File: config.mk
export PLATFORM = sky130hd
export DESIGN_NAME = essc_transceiver
export DESIGN_NICKNAME = d
export VERILOG_FILES = /design/src/rtl/essc_pkg.sv /design/src/rtl/essc_transceiver.sv
export SDC_FILE = /design/constraint.sdc
export NUM_CORES = 1
export LEC_CHECK = 0
export BUFFER_PORTS_ARGS = -buffer_cell sky130_fd_sc_hd__buf_4
export CAP_MARGIN = 20
export CELL_PAD_IN_SITES_DETAIL_PLACEMENT = 1
export CELL_PAD_IN_SITES_GLOBAL_PLACEMENT = 2
export CORE_MARGIN = 1.5
export CORE_UTILIZATION = 32
export DETAILED_ROUTE_END_ITERATION = 8
export PLACE_DENSITY_LB_ADDON = 0.2
export SYNTH_ARGS = -nofsm -noshare
export SYNTH_HDL_FRONTEND = slang
export SYNTH_SLANG_ARGS = --single-unit
export TNS_END_PERCENT = 10
File: constraint.sdc
create_clock -name core_clk_i -period 3.4 [get_ports core_clk_i]
set_input_delay 0.68 -clock core_clk_i [delete_from_list [all_inputs] [get_ports core_clk_i]]
set_output_delay 0.68 -clock core_clk_i [all_outputs]
set_load 0.1 [all_outputs]
File: src/rtl/essc_pkg.sv
// Constants and types of the E1 sync status code transceiver
package essc_pkg;

  // ==========================================================
  // Register indices (byte address is four times the index)
  localparam logic [9:0] IDX_CTRL  = 10'h170;
  localparam logic [9:0] IDX_RXC   = 10'h171;
  localparam logic [9:0] IDX_EXPA  = 10'h172;
  localparam logic [9:0] IDX_EXPB  = 10'h173;
  localparam logic [9:0] IDX_EXPC  = 10'h174;
  localparam logic [9:0] IDX_TXC   = 10'h175;
  localparam logic [9:0] IDX_REP   = 10'h176;
  localparam logic [9:0] IDX_ISTAT = 10'h17A;
  localparam logic [9:0] IDX_IMASK = 10'h17B;

  // ==========================================================
  // Control register field positions
  localparam int CB_SEND    = 0;
  localparam int CB_RFILT   = 1;
  localparam int CB_URST    = 3;
  localparam int CB_RXEN    = 4;
  localparam int CB_MFILT   = 5;
  localparam int CB_CARRIER = 7;

  // ==========================================================
  // Reset values
  localparam logic [7:0] RST_CTRL = 8'h00;
  localparam logic [7:0] RST_REP  = 8'h01;
  localparam logic [3:0] RST_CODE = 4'h0;

  // ==========================================================
  // Code slots inside the CRC multiframe
  localparam logic [3:0] FRM_FIRST = 4'h2;
  localparam logic [3:0] FRM_LAST  = 4'h5;

  // ==========================================================
  // Quality codes
  // Fixed four-bit quality values
  localparam logic [3:0] QL_UNKNOWN = 4'h0;
  localparam logic [3:0] QL_PRS     = 4'h2;
  localparam logic [3:0] QL_SSU_A   = 4'h4;
  localparam logic [3:0] QL_SSU_B   = 4'h8;
  localparam logic [3:0] QL_SETS    = 4'hB;
  localparam logic [3:0] QL_DNU     = 4'hF;

  // ==========================================================
  // Interrupt status bit positions
  localparam int IB_RXVALID = 0;
  localparam int IB_COS     = 1;
  localparam int IB_MATCHA  = 2;
  localparam int IB_MATCHB  = 3;
  localparam int IB_MATCHC  = 4;
  localparam int IB_TXDONE  = 5;
  localparam int INT_W      = 6;

  // Transmitter states
  typedef enum logic [1:0] {
    TX_IDLE = 2'b00,
    TX_WAIT = 2'b01,
    TX_SEND = 2'b10,
    TX_ONES = 2'b11
  } essc_tx_st_t;

endpackage : essc_pkg

File: src/rtl/essc_transceiver.sv
// E1 sync status code transceiver with Avalon-MM register slave
//
// Local design decision: the Avalon-MM slave port.
`timescale 1ns/1ps
module essc_transceiver
  import essc_pkg::*;
(
  input  wire logic        core_clk_i,        // 40 MHz core clock
  input  wire logic        rst_i,             // Synchronous reset
  input  wire logic        ce_i,              // Clock enable
  input  wire logic [11:0] address_i,         // Byte address
  input  wire logic        read_i,            // Read request
  input  wire logic        write_i,           // Write request
  input  wire logic [31:0] writedata_i,       // Write data
  input  wire logic [3:0]  byteenable_i,      // Byte lanes
  output logic      [31:0] readdata_o,        // Read data
  output logic             waitrequest_o,     // Slave stall
  input  wire logic        tx_frame_start_i,  // Transmit frame begins
  input  wire logic [3:0]  tx_frame_num_i,    // Its multiframe number
  input  wire logic        rx_bit_strobe_i,   // Receive carrier bits valid
  input  wire logic [3:0]  rx_frame_num_i,    // Their multiframe number
  input  wire logic        rx_sa_bit_i,       // Selected national bit
  input  wire logic        rx_si_bit_i,       // Received Si bit
  output logic             tx_code_bit_o,     // Code bit for this frame
  output logic             tx_sa_insert_o,    // Override national bit
  output logic             tx_si_insert_o,    // Override Si bit
  output logic             irq_o              // Level interrupt
);

  // ==========================================================
  // State
  typedef struct packed {
    logic              carrier_si;   // Carrier select
    logic [1:0]        match_filt;   // Match filter count
    logic              rx_en;        // Receiver enable
    logic [1:0]        rx_filt;      // Receive filter count
    logic [3:0]        prev_code;    // Previous received code
    logic [3:0]        cur_code;     // Current received code
    logic [3:0]        exp_a;        // Expected code a
    logic [3:0]        exp_b;        // Expected code b
    logic [3:0]        exp_c;        // Expected code c
    logic [3:0]        tx_code;      // Transmit code value
    logic [7:0]        rep_count;    // Transmit repeat count
    logic [INT_W-1:0]  int_stat;     // Sticky events
    logic [INT_W-1:0]  int_mask;     // Event mask
    essc_tx_st_t       tx_st;        // Transmitter state
    logic [3:0]        tx_shift;     // Latched code in flight
    logic [7:0]        reps_left;    // Repetitions remaining
    logic              tx_cont;      // Continuous mode
    logic [2:0]        rx_shift;     // Partial received nibble
    logic [3:0]        cand;         // Candidate code
    logic [2:0]        cand_cnt;     // Consecutive repeats
    logic              waitreq;      // Bus stall
    logic [31:0]       rdata;        // Bus read data
    logic              irq;          // Interrupt flop
    logic              tx_bit;       // Outgoing code bit
    logic              sa_ins;       // National override
    logic              si_ins;       // Si override
  } essc_state_t;

  essc_state_t q;   // Registered state
  essc_state_t d;   // Next state

  // ==========================================================
  // Helpers
  // Filter field to needed consecutive count
  function automatic logic [2:0] need_cnt(input logic [1:0] sel);
    unique case (sel)
      2'b00: need_cnt = 3'h1;
      2'b01: need_cnt = 3'h3;
      2'b10: need_cnt = 3'h5;
      2'b11: need_cnt = 3'h7;
    endcase
  endfunction : need_cnt

  // True once when a run first reaches its threshold
  function automatic logic qual_fire(input logic       same,
                                     input logic [2:0] cnt_old,
                                     input logic [2:0] cnt_new,
                                     input logic [1:0] sel);
    qual_fire = (cnt_new == need_cnt(sel)) &&
                !(same && (cnt_old == need_cnt(sel)));
  endfunction : qual_fire

  // Register read mux
  function automatic logic [31:0] reg_read(input essc_state_t s,
                                           input logic [9:0]  idx);
    reg_read = 32'h0000_0000;
    unique case (idx)
      IDX_CTRL:  reg_read[7:0] = {s.carrier_si, s.match_filt, s.rx_en,
                                  1'b0, s.rx_filt, 1'b0};
      IDX_RXC:   reg_read[7:0] = {s.prev_code, s.cur_code};
      IDX_EXPA:  reg_read[3:0] = s.exp_a;
      IDX_EXPB:  reg_read[3:0] = s.exp_b;
      IDX_EXPC:  reg_read[3:0] = s.exp_c;
      IDX_TXC:   reg_read[3:0] = s.tx_code;
      IDX_REP:   reg_read[7:0] = s.rep_count;
      IDX_ISTAT: reg_read[INT_W-1:0] = s.int_stat;
      IDX_IMASK: reg_read[INT_W-1:0] = s.int_mask;
      default:   reg_read = 32'h0000_0000;
    endcase
  endfunction : reg_read

  // ==========================================================
  // Combinational next state
  logic             wr_go;     // Write commits this edge
  logic             unit_rst;  // Code unit reset request
  logic             send;      // Send request
  logic [INT_W-1:0] ev;        // Events this cycle
  logic [INT_W-1:0] clr;       // Write-one-to-clear mask
  logic             tx_slot;   // Transmit frame holds a code bit
  logic [1:0]       tx_idx;    // Bit index in that frame
  logic             rx_slot;   // Receive frame holds a code bit
  logic             rx_val;    // Received carrier bit
  logic [3:0]       nib;       // Completed nibble
  logic             same;      // Nibble equals candidate
  logic [2:0]       cnt_n;     // Next consecutive count
  logic             mfire;     // Match filter satisfied

  always_comb begin
    d        = q;
    ev       = '0;
    clr      = '0;
    unit_rst = 1'b0;
    send     = 1'b0;
    wr_go    = write_i && !q.waitreq && byteenable_i[0];
    tx_slot  = (tx_frame_num_i >= FRM_FIRST) &&
               (tx_frame_num_i <= FRM_LAST);
    tx_idx   = 2'(tx_frame_num_i - FRM_FIRST);
    rx_slot  = (rx_frame_num_i >= FRM_FIRST) &&
               (rx_frame_num_i <= FRM_LAST);
    // Code rides national bit or Si
    rx_val   = q.carrier_si ? rx_si_bit_i : rx_sa_bit_i;
    nib      = {q.rx_shift, rx_val};
    same     = (nib == q.cand);
    cnt_n    = same ? ((q.cand_cnt == 3'h7) ? 3'h7 : q.cand_cnt + 3'h1)
                    : 3'h1;
    mfire    = 1'b0;

    // Bus handshake: one stall cycle, then answer
    if ((read_i || write_i) && q.waitreq) begin
      d.waitreq = 1'b0;
      d.rdata   = reg_read(q, address_i[11:2]);
    end else begin
      d.waitreq = 1'b1;
    end

    // Register writes
    if (wr_go) begin
      unique case (address_i[11:2])
        IDX_CTRL: begin
          d.carrier_si = writedata_i[CB_CARRIER];
          d.match_filt = writedata_i[CB_MFILT +: 2];
          d.rx_en      = writedata_i[CB_RXEN];
          d.rx_filt    = writedata_i[CB_RFILT +: 2];
          unit_rst     = writedata_i[CB_URST];
          send         = writedata_i[CB_SEND];
        end
        IDX_EXPA:  d.exp_a     = writedata_i[3:0];
        IDX_EXPB:  d.exp_b     = writedata_i[3:0];
        IDX_EXPC:  d.exp_c     = writedata_i[3:0];
        IDX_TXC:   d.tx_code   = writedata_i[3:0];
        IDX_REP:   d.rep_count = writedata_i[7:0];
        IDX_ISTAT: clr         = writedata_i[INT_W-1:0];
        IDX_IMASK: d.int_mask  = writedata_i[INT_W-1:0];
        default: begin
          // Read-only or unmapped: ignored
        end
      endcase
    end

    // Transmitter, stepped once per transmit frame
    if (tx_frame_start_i) begin
      d.sa_ins = 1'b0;
      d.si_ins = 1'b0;
      d.tx_bit = 1'b1;
      unique case (q.tx_st)
        TX_IDLE: begin
          // Nothing inserted
        end
        TX_WAIT, TX_SEND: begin
          // First bit in frame two, MSB first
          if ((q.tx_st == TX_SEND && tx_slot) ||
              tx_frame_num_i == FRM_FIRST) begin
            d.tx_st  = TX_SEND;
            d.tx_bit = q.tx_shift[2'd3 - tx_idx];
            d.sa_ins = !q.carrier_si;
            d.si_ins = q.carrier_si;
            if (tx_frame_num_i == FRM_LAST && !q.tx_cont) begin
              d.reps_left = q.reps_left - 8'h01;
              if (q.reps_left == 8'h01) begin
                d.tx_st          = TX_ONES;
                ev[IB_TXDONE]    = 1'b1;
              end
            end
          end
        end
        TX_ONES: begin
          if (tx_slot) begin
            d.sa_ins = !q.carrier_si;
            d.si_ins = q.carrier_si;
          end
        end
      endcase
    end

    // Send starts from the stored code
    if (send) begin
      d.tx_st     = TX_WAIT;
      d.tx_shift  = q.tx_code;
      d.reps_left = q.rep_count;
      d.tx_cont   = (q.rep_count == 8'h00);
    end

    if (rx_bit_strobe_i && rx_slot && q.rx_en) begin
      d.rx_shift = nib[2:0];
      if (rx_frame_num_i == FRM_LAST) begin
        d.cand     = nib;
        d.cand_cnt = cnt_n;
        if (qual_fire(same, q.cand_cnt, cnt_n, q.rx_filt)) begin
          d.prev_code      = q.cur_code;
          d.cur_code       = nib;
          ev[IB_RXVALID]   = 1'b1;
          // Change alarm only on a new value
          ev[IB_COS]       = (nib != q.cur_code);
        end
        mfire = qual_fire(same, q.cand_cnt, cnt_n, q.match_filt);
        ev[IB_MATCHA] = mfire && (nib == q.exp_a);
        ev[IB_MATCHB] = mfire && (nib == q.exp_b);
        ev[IB_MATCHC] = mfire && (nib == q.exp_c);
      end
    end

    if (unit_rst) begin
      {d.carrier_si, d.match_filt, d.rx_en} = RST_CTRL[7:4];
      d.rx_filt   = RST_CTRL[2:1];
      d.prev_code = RST_CODE;
      d.cur_code  = RST_CODE;
      d.exp_a     = RST_CODE;
      d.exp_b     = RST_CODE;
      d.exp_c     = RST_CODE;
      d.tx_code   = RST_CODE;
      d.rep_count = RST_REP;
      d.tx_st     = TX_IDLE;
      d.tx_shift  = RST_CODE;
      d.reps_left = 8'h00;
      d.tx_cont   = 1'b0;
      d.rx_shift  = 3'h0;
      d.cand      = RST_CODE;
      d.cand_cnt  = 3'h0;
      d.sa_ins    = 1'b0;
      d.si_ins    = 1'b0;
      d.tx_bit    = 1'b1;
      ev          = '0;
    end

    // Sticky status, set wins over clear
    d.int_stat = (q.int_stat & ~clr) | ev;
    d.irq      = |(d.int_stat & d.int_mask);
  end

  // ==========================================================
  // State register
  always_ff @(posedge core_clk_i) begin
    if (rst_i) begin
      q           <= '0;
      q.waitreq   <= 1'b1;
      q.rep_count <= RST_REP;
      q.tx_bit    <= 1'b1;
    end else if (ce_i) begin
      q <= d;
    end
  end

  // Outputs straight from flops
  assign readdata_o     = q.rdata;
  assign waitrequest_o  = q.waitreq;
  assign tx_code_bit_o  = q.tx_bit;
  assign tx_sa_insert_o = q.sa_ins;
  assign tx_si_insert_o = q.si_ins;
  assign irq_o          = q.irq;

  // ==========================================================
  // Checks
  logic ctrl_wr;   // Control write commits
  assign ctrl_wr = ce_i && wr_go && (address_i[11:2] == IDX_CTRL);

  AST_SEND_ARMS: assert property (@(posedge core_clk_i) disable iff (rst_i)
    ctrl_wr && writedata_i[CB_SEND] && !writedata_i[CB_URST]
    |=> q.tx_st == TX_WAIT && q.tx_shift == $past(q.tx_code))
    else $error("send did not arm transmitter");

  AST_MSB_FIRST: assert property (@(posedge core_clk_i) disable iff (rst_i)
    ce_i && tx_frame_start_i && tx_frame_num_i == FRM_FIRST &&
    q.tx_st == TX_WAIT && !unit_rst && !send
    |=> tx_code_bit_o == $past(q.tx_shift[3]) &&
        (tx_sa_insert_o || tx_si_insert_o))
    else $error("first code bit not MSB in frame two");

  AST_ONE_CARRIER: assert property (@(posedge core_clk_i) disable iff (rst_i)
    !(tx_sa_insert_o && tx_si_insert_o))
    else $error("both carriers overridden");

  AST_RX_OFF: assert property (@(posedge core_clk_i) disable iff (rst_i)
    !q.rx_en && !ctrl_wr |=> $stable(q.cur_code))
    else $error("code changed while receiver disabled");

  AST_PREV_SHIFT: assert property (@(posedge core_clk_i) disable iff (rst_i)
    ce_i && d.cur_code != q.cur_code && !unit_rst
    |=> q.prev_code == $past(q.cur_code))
    else $error("previous code not kept");

  AST_RX_FILTER: assert property (@(posedge core_clk_i) disable iff (rst_i)
    ce_i && ev[IB_RXVALID] && !unit_rst
    |=> q.cand_cnt == need_cnt($past(q.rx_filt)))
    else $error("code updated before filter count");

  AST_MATCH_A: assert property (@(posedge core_clk_i) disable iff (rst_i)
    $rose(q.int_stat[IB_MATCHA])
    |-> q.cand == q.exp_a && q.cand_cnt == need_cnt(q.match_filt))
    else $error("match alarm without qualified match");

  AST_COS_DIFF: assert property (@(posedge core_clk_i) disable iff (rst_i)
    ce_i && ev[IB_COS] |=> q.cur_code != q.prev_code)
    else $error("change alarm on repeated code");

  AST_UNIT_RST: assert property (@(posedge core_clk_i) disable iff (rst_i)
    ctrl_wr && writedata_i[CB_URST]
    |=> q.cur_code == RST_CODE && q.tx_st == TX_IDLE &&
        q.rep_count == RST_REP &&
        q.int_mask == $past(q.int_mask))
    else $error("unit reset incomplete");

  AST_CONT_MODE: assert property (@(posedge core_clk_i) disable iff (rst_i)
    q.tx_cont && q.tx_st == TX_SEND && !ctrl_wr
    |=> q.tx_st != TX_ONES)
    else $error("continuous mode stopped");

  COV_TX_DONE: cover property (@(posedge core_clk_i) disable iff (rst_i)
    $rose(q.int_stat[IB_TXDONE]));
  COV_COS: cover property (@(posedge core_clk_i) disable iff (rst_i)
    $rose(q.int_stat[IB_COS]));
  COV_MATCH: cover property (@(posedge core_clk_i) disable iff (rst_i)
    $rose(q.int_stat[IB_MATCHC]) && irq_o);

endmodule : essc_transceiver

======== After elaboration in Yosys (flattened, before gate mapping) ========
Cells that the tools add are included.
storage, ports and cells
  logic and storage cells ................. 192
  output and inout port bits .............. 37
  input bits .............................. 65
  bits in registers ....................... 88
operators by class
  eq/ne operators ......................... 32
  muxes and demuxes ....................... 63
  $lt $le $gt $ge ......................... 5
  reduce and logical (&&, ||, !) cells .... 58
  add/subtract/negate cells ............... 4
  bitwise logic cells ..................... 4
operator list
  cell                                                                    number
  10-bit by 9-bit equality test with 1-bit output, second input constant  9
  8-bit 2-to-1 mux                                                        8
  6-bit 2-to-1 mux                                                        7
  38-bit 2-to-1 mux                                                       1
  4-bit case mux with 9 select lines                                      1
  3-bit 2-to-1 mux                                                        9
  25-bit 2-to-1 mux                                                       1
  24-bit 2-to-1 mux                                                       1
  3-bit case mux with 4 select lines                                      2
  2-bit nonzero test                                                      12
  3-bit AND reduction                                                     7
  4-bit equality test                                                     4
  1-bit logical AND                                                       16
  4-bit 2-to-1 mux                                                        4
  1-bit 2-to-1 mux                                                        15
  15-bit 2-to-1 mux                                                       1
  6-bit bitwise AND                                                       2
  2-bit equality test, second input constant                              6
  3-bit equality test                                                     4
  3-bit nonzero test                                                      4
  10-bit 2-to-1 mux                                                       1
  2-bit 2-to-1 mux                                                        5
  5-bit 2-to-1 mux                                                        2
  2-bit case mux with 5 select lines                                      1
  other kinds (28)                                                        43

======== Logic depth before layout (Yosys ltp) ========
  depth in word-level cells ............... 16
  mapped depth ............................ 10
  depth with buffers taken out ............ 9

======== Least setup slack after synthesis ========
Ideal clock, no wire load.
  path type ............................... input to register
  start ................................... input port address_i[5]
  end ..................................... register q[41] (netlist bit)
  cell stages on the path ................. 10
  path buffers ............................ 3
  data required time ...................... 3.272 ns
  setup slack ............................. 0.508 ns
  data arrival time ....................... 2.764 ns
  library setup time ...................... 0.128 ns
  path through ............................ or4b_1 buf_2 or3_1 buf_6 nor3_4 a21oi_2 or2_1 buf_6 a22oi_1 nor2_1
between the ends
  longest elaborated chain between the ends .. 5
  elaborated cells between the ends (all ways) .. 7
  classes of those cells .................. eq/ne (1); mux (3); reduce/logical (3)
ends and longest elaborated chain
  what                                               line                     source
  from (decl)                                        essc_transceiver.sv:11   input wire logic [11:0] address_i,
  10-bit by 9-bit equality test with 1-bit output *  essc_transceiver.sv:150  unique case (address_i[11:2])
  1-bit 2-to-1 mux *                                 essc_transceiver.sv:150
  1-bit 2-to-1 mux *                                 essc_transceiver.sv:149  if (wr_go) begin
  2-bit nonzero test (no line)                       -
  3-bit AND reduction (no line)                      -
  to (decl)                                          essc_transceiver.sv:61   essc_state_t q;
Mark *: on every way between the ends. The rest lies on a longest branch, timed or not.
A chain may end at the register's enable or synchronous reset.

======== Worst setup path in the final report ========
  start ................................... input port address_i[5]
  end ..................................... register q[58] (netlist bit)
between the ends
  longest elaborated chain between the ends .. 5
  elaborated cells between the ends (all ways) .. 8
  classes of those cells .................. eq/ne (1); mux (5); reduce/logical (2)
ends and longest elaborated chain
  what                                               line
  10-bit by 9-bit equality test with 1-bit output *  essc_transceiver.sv:150
  1-bit 2-to-1 mux                                   essc_transceiver.sv:150
  1-bit 2-to-1 mux                                   essc_transceiver.sv:149
  2-bit nonzero test (no line)                       -
  2-bit AND reduction (no line)                      -
Marks and branches as above.

==> results.md <==
- Area growth syn-to-layout: 15.8%
- Cell Area, Synth: around 0.0051 mm^2
- Gpl congestion: around 0.9
- Commonest non-fill, non-tap cell in the layout: dfxtp_1
- Clock Sinks: between 80 and 90
- Fmax: around 340 MHz
- Status: finished, final reports clean
- Syn_area_per_cell: about 7.9 um^2
- Worst hold path startpoint: tx_sa_insert_o$_SDFFE_PP0P_
- Flop2flop setup slack: about 0.67 ns
- Root buffer cell: clkbuf_16
- Largest net degree at the start of global routing: 86
- Final Setup Violations: 0
- Worst Path Buf+Inv: 2
- Initial core utilization: 33.0%
- Critical path startpoint category: input pin
- IO Pins: between 100 and 150
- Later-pin clock latency in the skew report: between 0.3 and 0.4 ns
- CP dominant cell by count: buf_4
- Worst path cell trace: buf_4 -> or4b_1 -> buf_4 -> or3_1 -> nor3_1 -> nand2_1 -> nor4b_1 -> a22o_1
- YS warnings: 0
- Core area: ~0.015 mm^2
- H-tree Lvls: 3
- Die area: 0.0166 mm^2
- Crit-path max cell delay: 0.64 ns
- WL per Instance: 20.1 um
- Setup TNS after final layout: 0 ns
- Seq/Total Area, Yosys: 34.8%
- Row count: 45
- Die height: 129 um
- Crit path time final: just under 3 ns
- Final period util: a little under 90%
- Hold_buf cts: 0
- Most frequent cells in the layout: dfxtp_1 (88), nor2_1 (72), buf_4 (72)
- Synth Instances: around 640
- Required time of the critical path: ~3.7 ns
- Endpoint type of the worst setup path: flip-flop
- CTS tree: done
- DRT antenna net count: 0
- Flops & latches, synth: just under 90
- Remaining global-route overflow: 0
- Unrepaired setup endpoints after global routing: no
- CTS Buffer Depth: 2
- Worst min path class: reg -> reg
- Worst hold path endpoint: tx_sa_insert_o$_SDFFE_PP0P_
- Initial DRC Count: 356
- Initial antenna violation count: 0
- Slew Limit Fails: 0
- Input/output buffers: 48
- Slowest-stage cell, CP: or4b_1
- Worst path arrival time: 3.28 ns
- Synth async-reset ratio: 0%
- Post-CTS setup buffer count: 0
- Pwr dens: 386 mW/mm^2
- Vias post-DR: between 4000 and 5000
- FF-to-FF path depth: 8
- R2r startpoint: q[37]$_SDFFE_PP0P_
- Share of layout cells above drive strength 1: about 16%
- PostCTS Resize Cnt: 0
- Layout Utilization: 38.3%
- NumNets Final: 750
- Setup Skew: between 0.01 and 0.015 ns
- Post-synth EDFFs: 0
- Vias in the first global route: between 4000 and 5000
- Worst slew pin tran: approximately 0.93 ns
- Clock buffer count from CTS: 9
- CP top delay family: simple AND/OR/NAND/NOR gates
- Worst Hold Depth: 2
- All-layer global routing usage: 22.3%
- Crit Path Category: in -> reg
- Peak supply drop: 0.220 mV
- DRC viols: 0
- Top FF cell, synth: dfxtp_1
- RR Endpoint: q[99]$_SDFFE_PP0P_
- Vias/cell: roughly 5.4
- Yosys cell types: between 60 and 70
- Worst relative slew slack: a little under two fifths
- Max FO, Critical Path: 6
- Final hold vios: 0
- Max cap viols: 0
- Ant diodes: 0
- Die X: roughly 130 um
- Post-DP HPWL: 13.6 mm
- DRT Pass-1 Iters: 5
- First-pass GRT wire length: 27.8 mm
- Total wire length: roughly 18 mm
- Leakage: about 2.1 nW
- Clock transition at path regs: approximately 0.07 ns
-- layout make-up --
cell class | count | area (um^2)
repair buffers | 72 | 541
well taps | 211 | 264
multi-input cells | 497 | 2970
clock inverters | 4 | 28.8
fillers | 1912 | 9460
clock buffers | 11 | 253
flip-flops and latches | 88 | 1760
inverters | 11 | 41.3
-- registers in the layout, indices dropped and copies added (netlist names) --
signal	cells
q	72
waitrequest_o	1
tx_code_bit_o	1
tx_si_insert_o	1
tx_sa_insert_o	1
readdata_o	8
irq_o	1
nib	3
-- synth_stat cells, types with 4 or more instances --
| library cell | instances | area (um^2) |
|---|---|---|
| a31oi_1 | 6 | 37.5 |
| nor2_1 | 72 | 270 |
| nor3_1 | 11 | 55.1 |
| or3_1 | 4 | 25.0 |
| nor2b_1 | 4 | 25.0 |
| mux2_2 | 4 | 45.0 |
| nand3b_1 | 4 | 30.0 |
| or4_1 | 4 | 30.0 |
| nand3_1 | 31 | 155 |
| a21oi_1 | 58 | 290 |
| a21boi_0 | 4 | 30.0 |
| mux2i_1 | 13 | 130 |
| a22o_1 | 4 | 35.0 |
| xor2_1 | 17 | 149 |
| buf_4 | 32 | 240 |
| o21ai_0 | 22 | 110 |
| nand4_1 | 4 | 25.0 |
| nand2_1 | 70 | 263 |
| a22oi_1 | 26 | 195 |
| and3_1 | 7 | 43.8 |
| nand2b_1 | 11 | 68.8 |
| a32oi_1 | 8 | 70.1 |
| inv_1 | 11 | 41.3 |
| dfxtp_1 | 88 | 1760 |
| ha_1 | 6 | 75.1 |
| nor4_1 | 13 | 81.3 |
| clkbuf_1 | 30 | 113 |
| xnor2_1 | 10 | 87.6 |
-- metal layers --
metal	vias up	GRT usage, %	share of wire, %
met3	20	4.57	4.7
met5	-	0	0
met4	0	6.41	1.9
met2	125	36.5	47
met1	2358	29.7	46
li1	2319	-	-
-- worst min-delay path: cells and delay by family (launching register included) --
family | cells | cell delay, ns
compound gates | 1 | 0.05
flops | 1 | 0.31
simple gates | 1 | 0.05
-- how the worst max path moves through the flow --
stage | startpoint | to | slack [ns] | cells after the start
final | address_i[5] | q[58]$_SDFFE_PP0P_ | 0.42 | 8
after global routing | address_i[5] | q[56]$_SDFFE_PP0P_ | 0.27 | 8
after CTS | address_i[5] | q[58]$_SDFFE_PP0P_ | 0.46 | 8
after detailed placement | address_i[5] | q[57]$_SDFFE_PP0P_ | 0.11 | 8
after global placement | address_i[5] | q[104]$_SDFFE_PP0P_ | 0.23 | 7
after floorplan | address_i[5] | q[41]$_SDFFE_PP0P_ | 0.51 | 10
-- cell families (layout without fill, tap and decap cells) --
group | count (synthesis) | count (layout) | share of synthesized area, %
multiplexers | 19 | 19 | 4.18
flip-flops | 88 | 88 | 34.8
AND/OR/NAND/NOR | 260 | 260 | 25.7
AO/OA/AOI/OAI | 161 | 161 | 20.7
adder cells (fa/ha/maj) | 6 | 6 | 1.48
other | 1 | 24 | 0.0741
buffers and inverters | 76 | 98 | 8.33
XOR/XNOR | 27 | 27 | 4.67
-- power by group --
part           total (mW)  internal [mW]  switching (mW)
clock               0.969          0.533           0.436
combinational       0.258         0.0503           0.208
sequential           1.03           1.03         0.00221
total                2.26           1.62           0.646
-- through the flow --
stage | hold slack, ns | power [mW] | std cells | setup WS, ns | area [um^2]
6_report | 0.463 | 2.26 | 894 | 0.421 | 5860
3_3_place_gp | 0.450 | 1.31 | 879 | 0.226 | 5580
3_5_place_dp | 0.461 | 1.32 | 879 | 0.112 | 5580
2_1_floorplan | 0.432 | 1.27 | 661 | 0.508 | 5150
5_1_grt | 0.495 | 2.35 | 894 | 0.268 | 5860
4_1_cts | 0.470 | 2.29 | 894 | 0.462 | 5860
(Power assumes the default switching activity.)
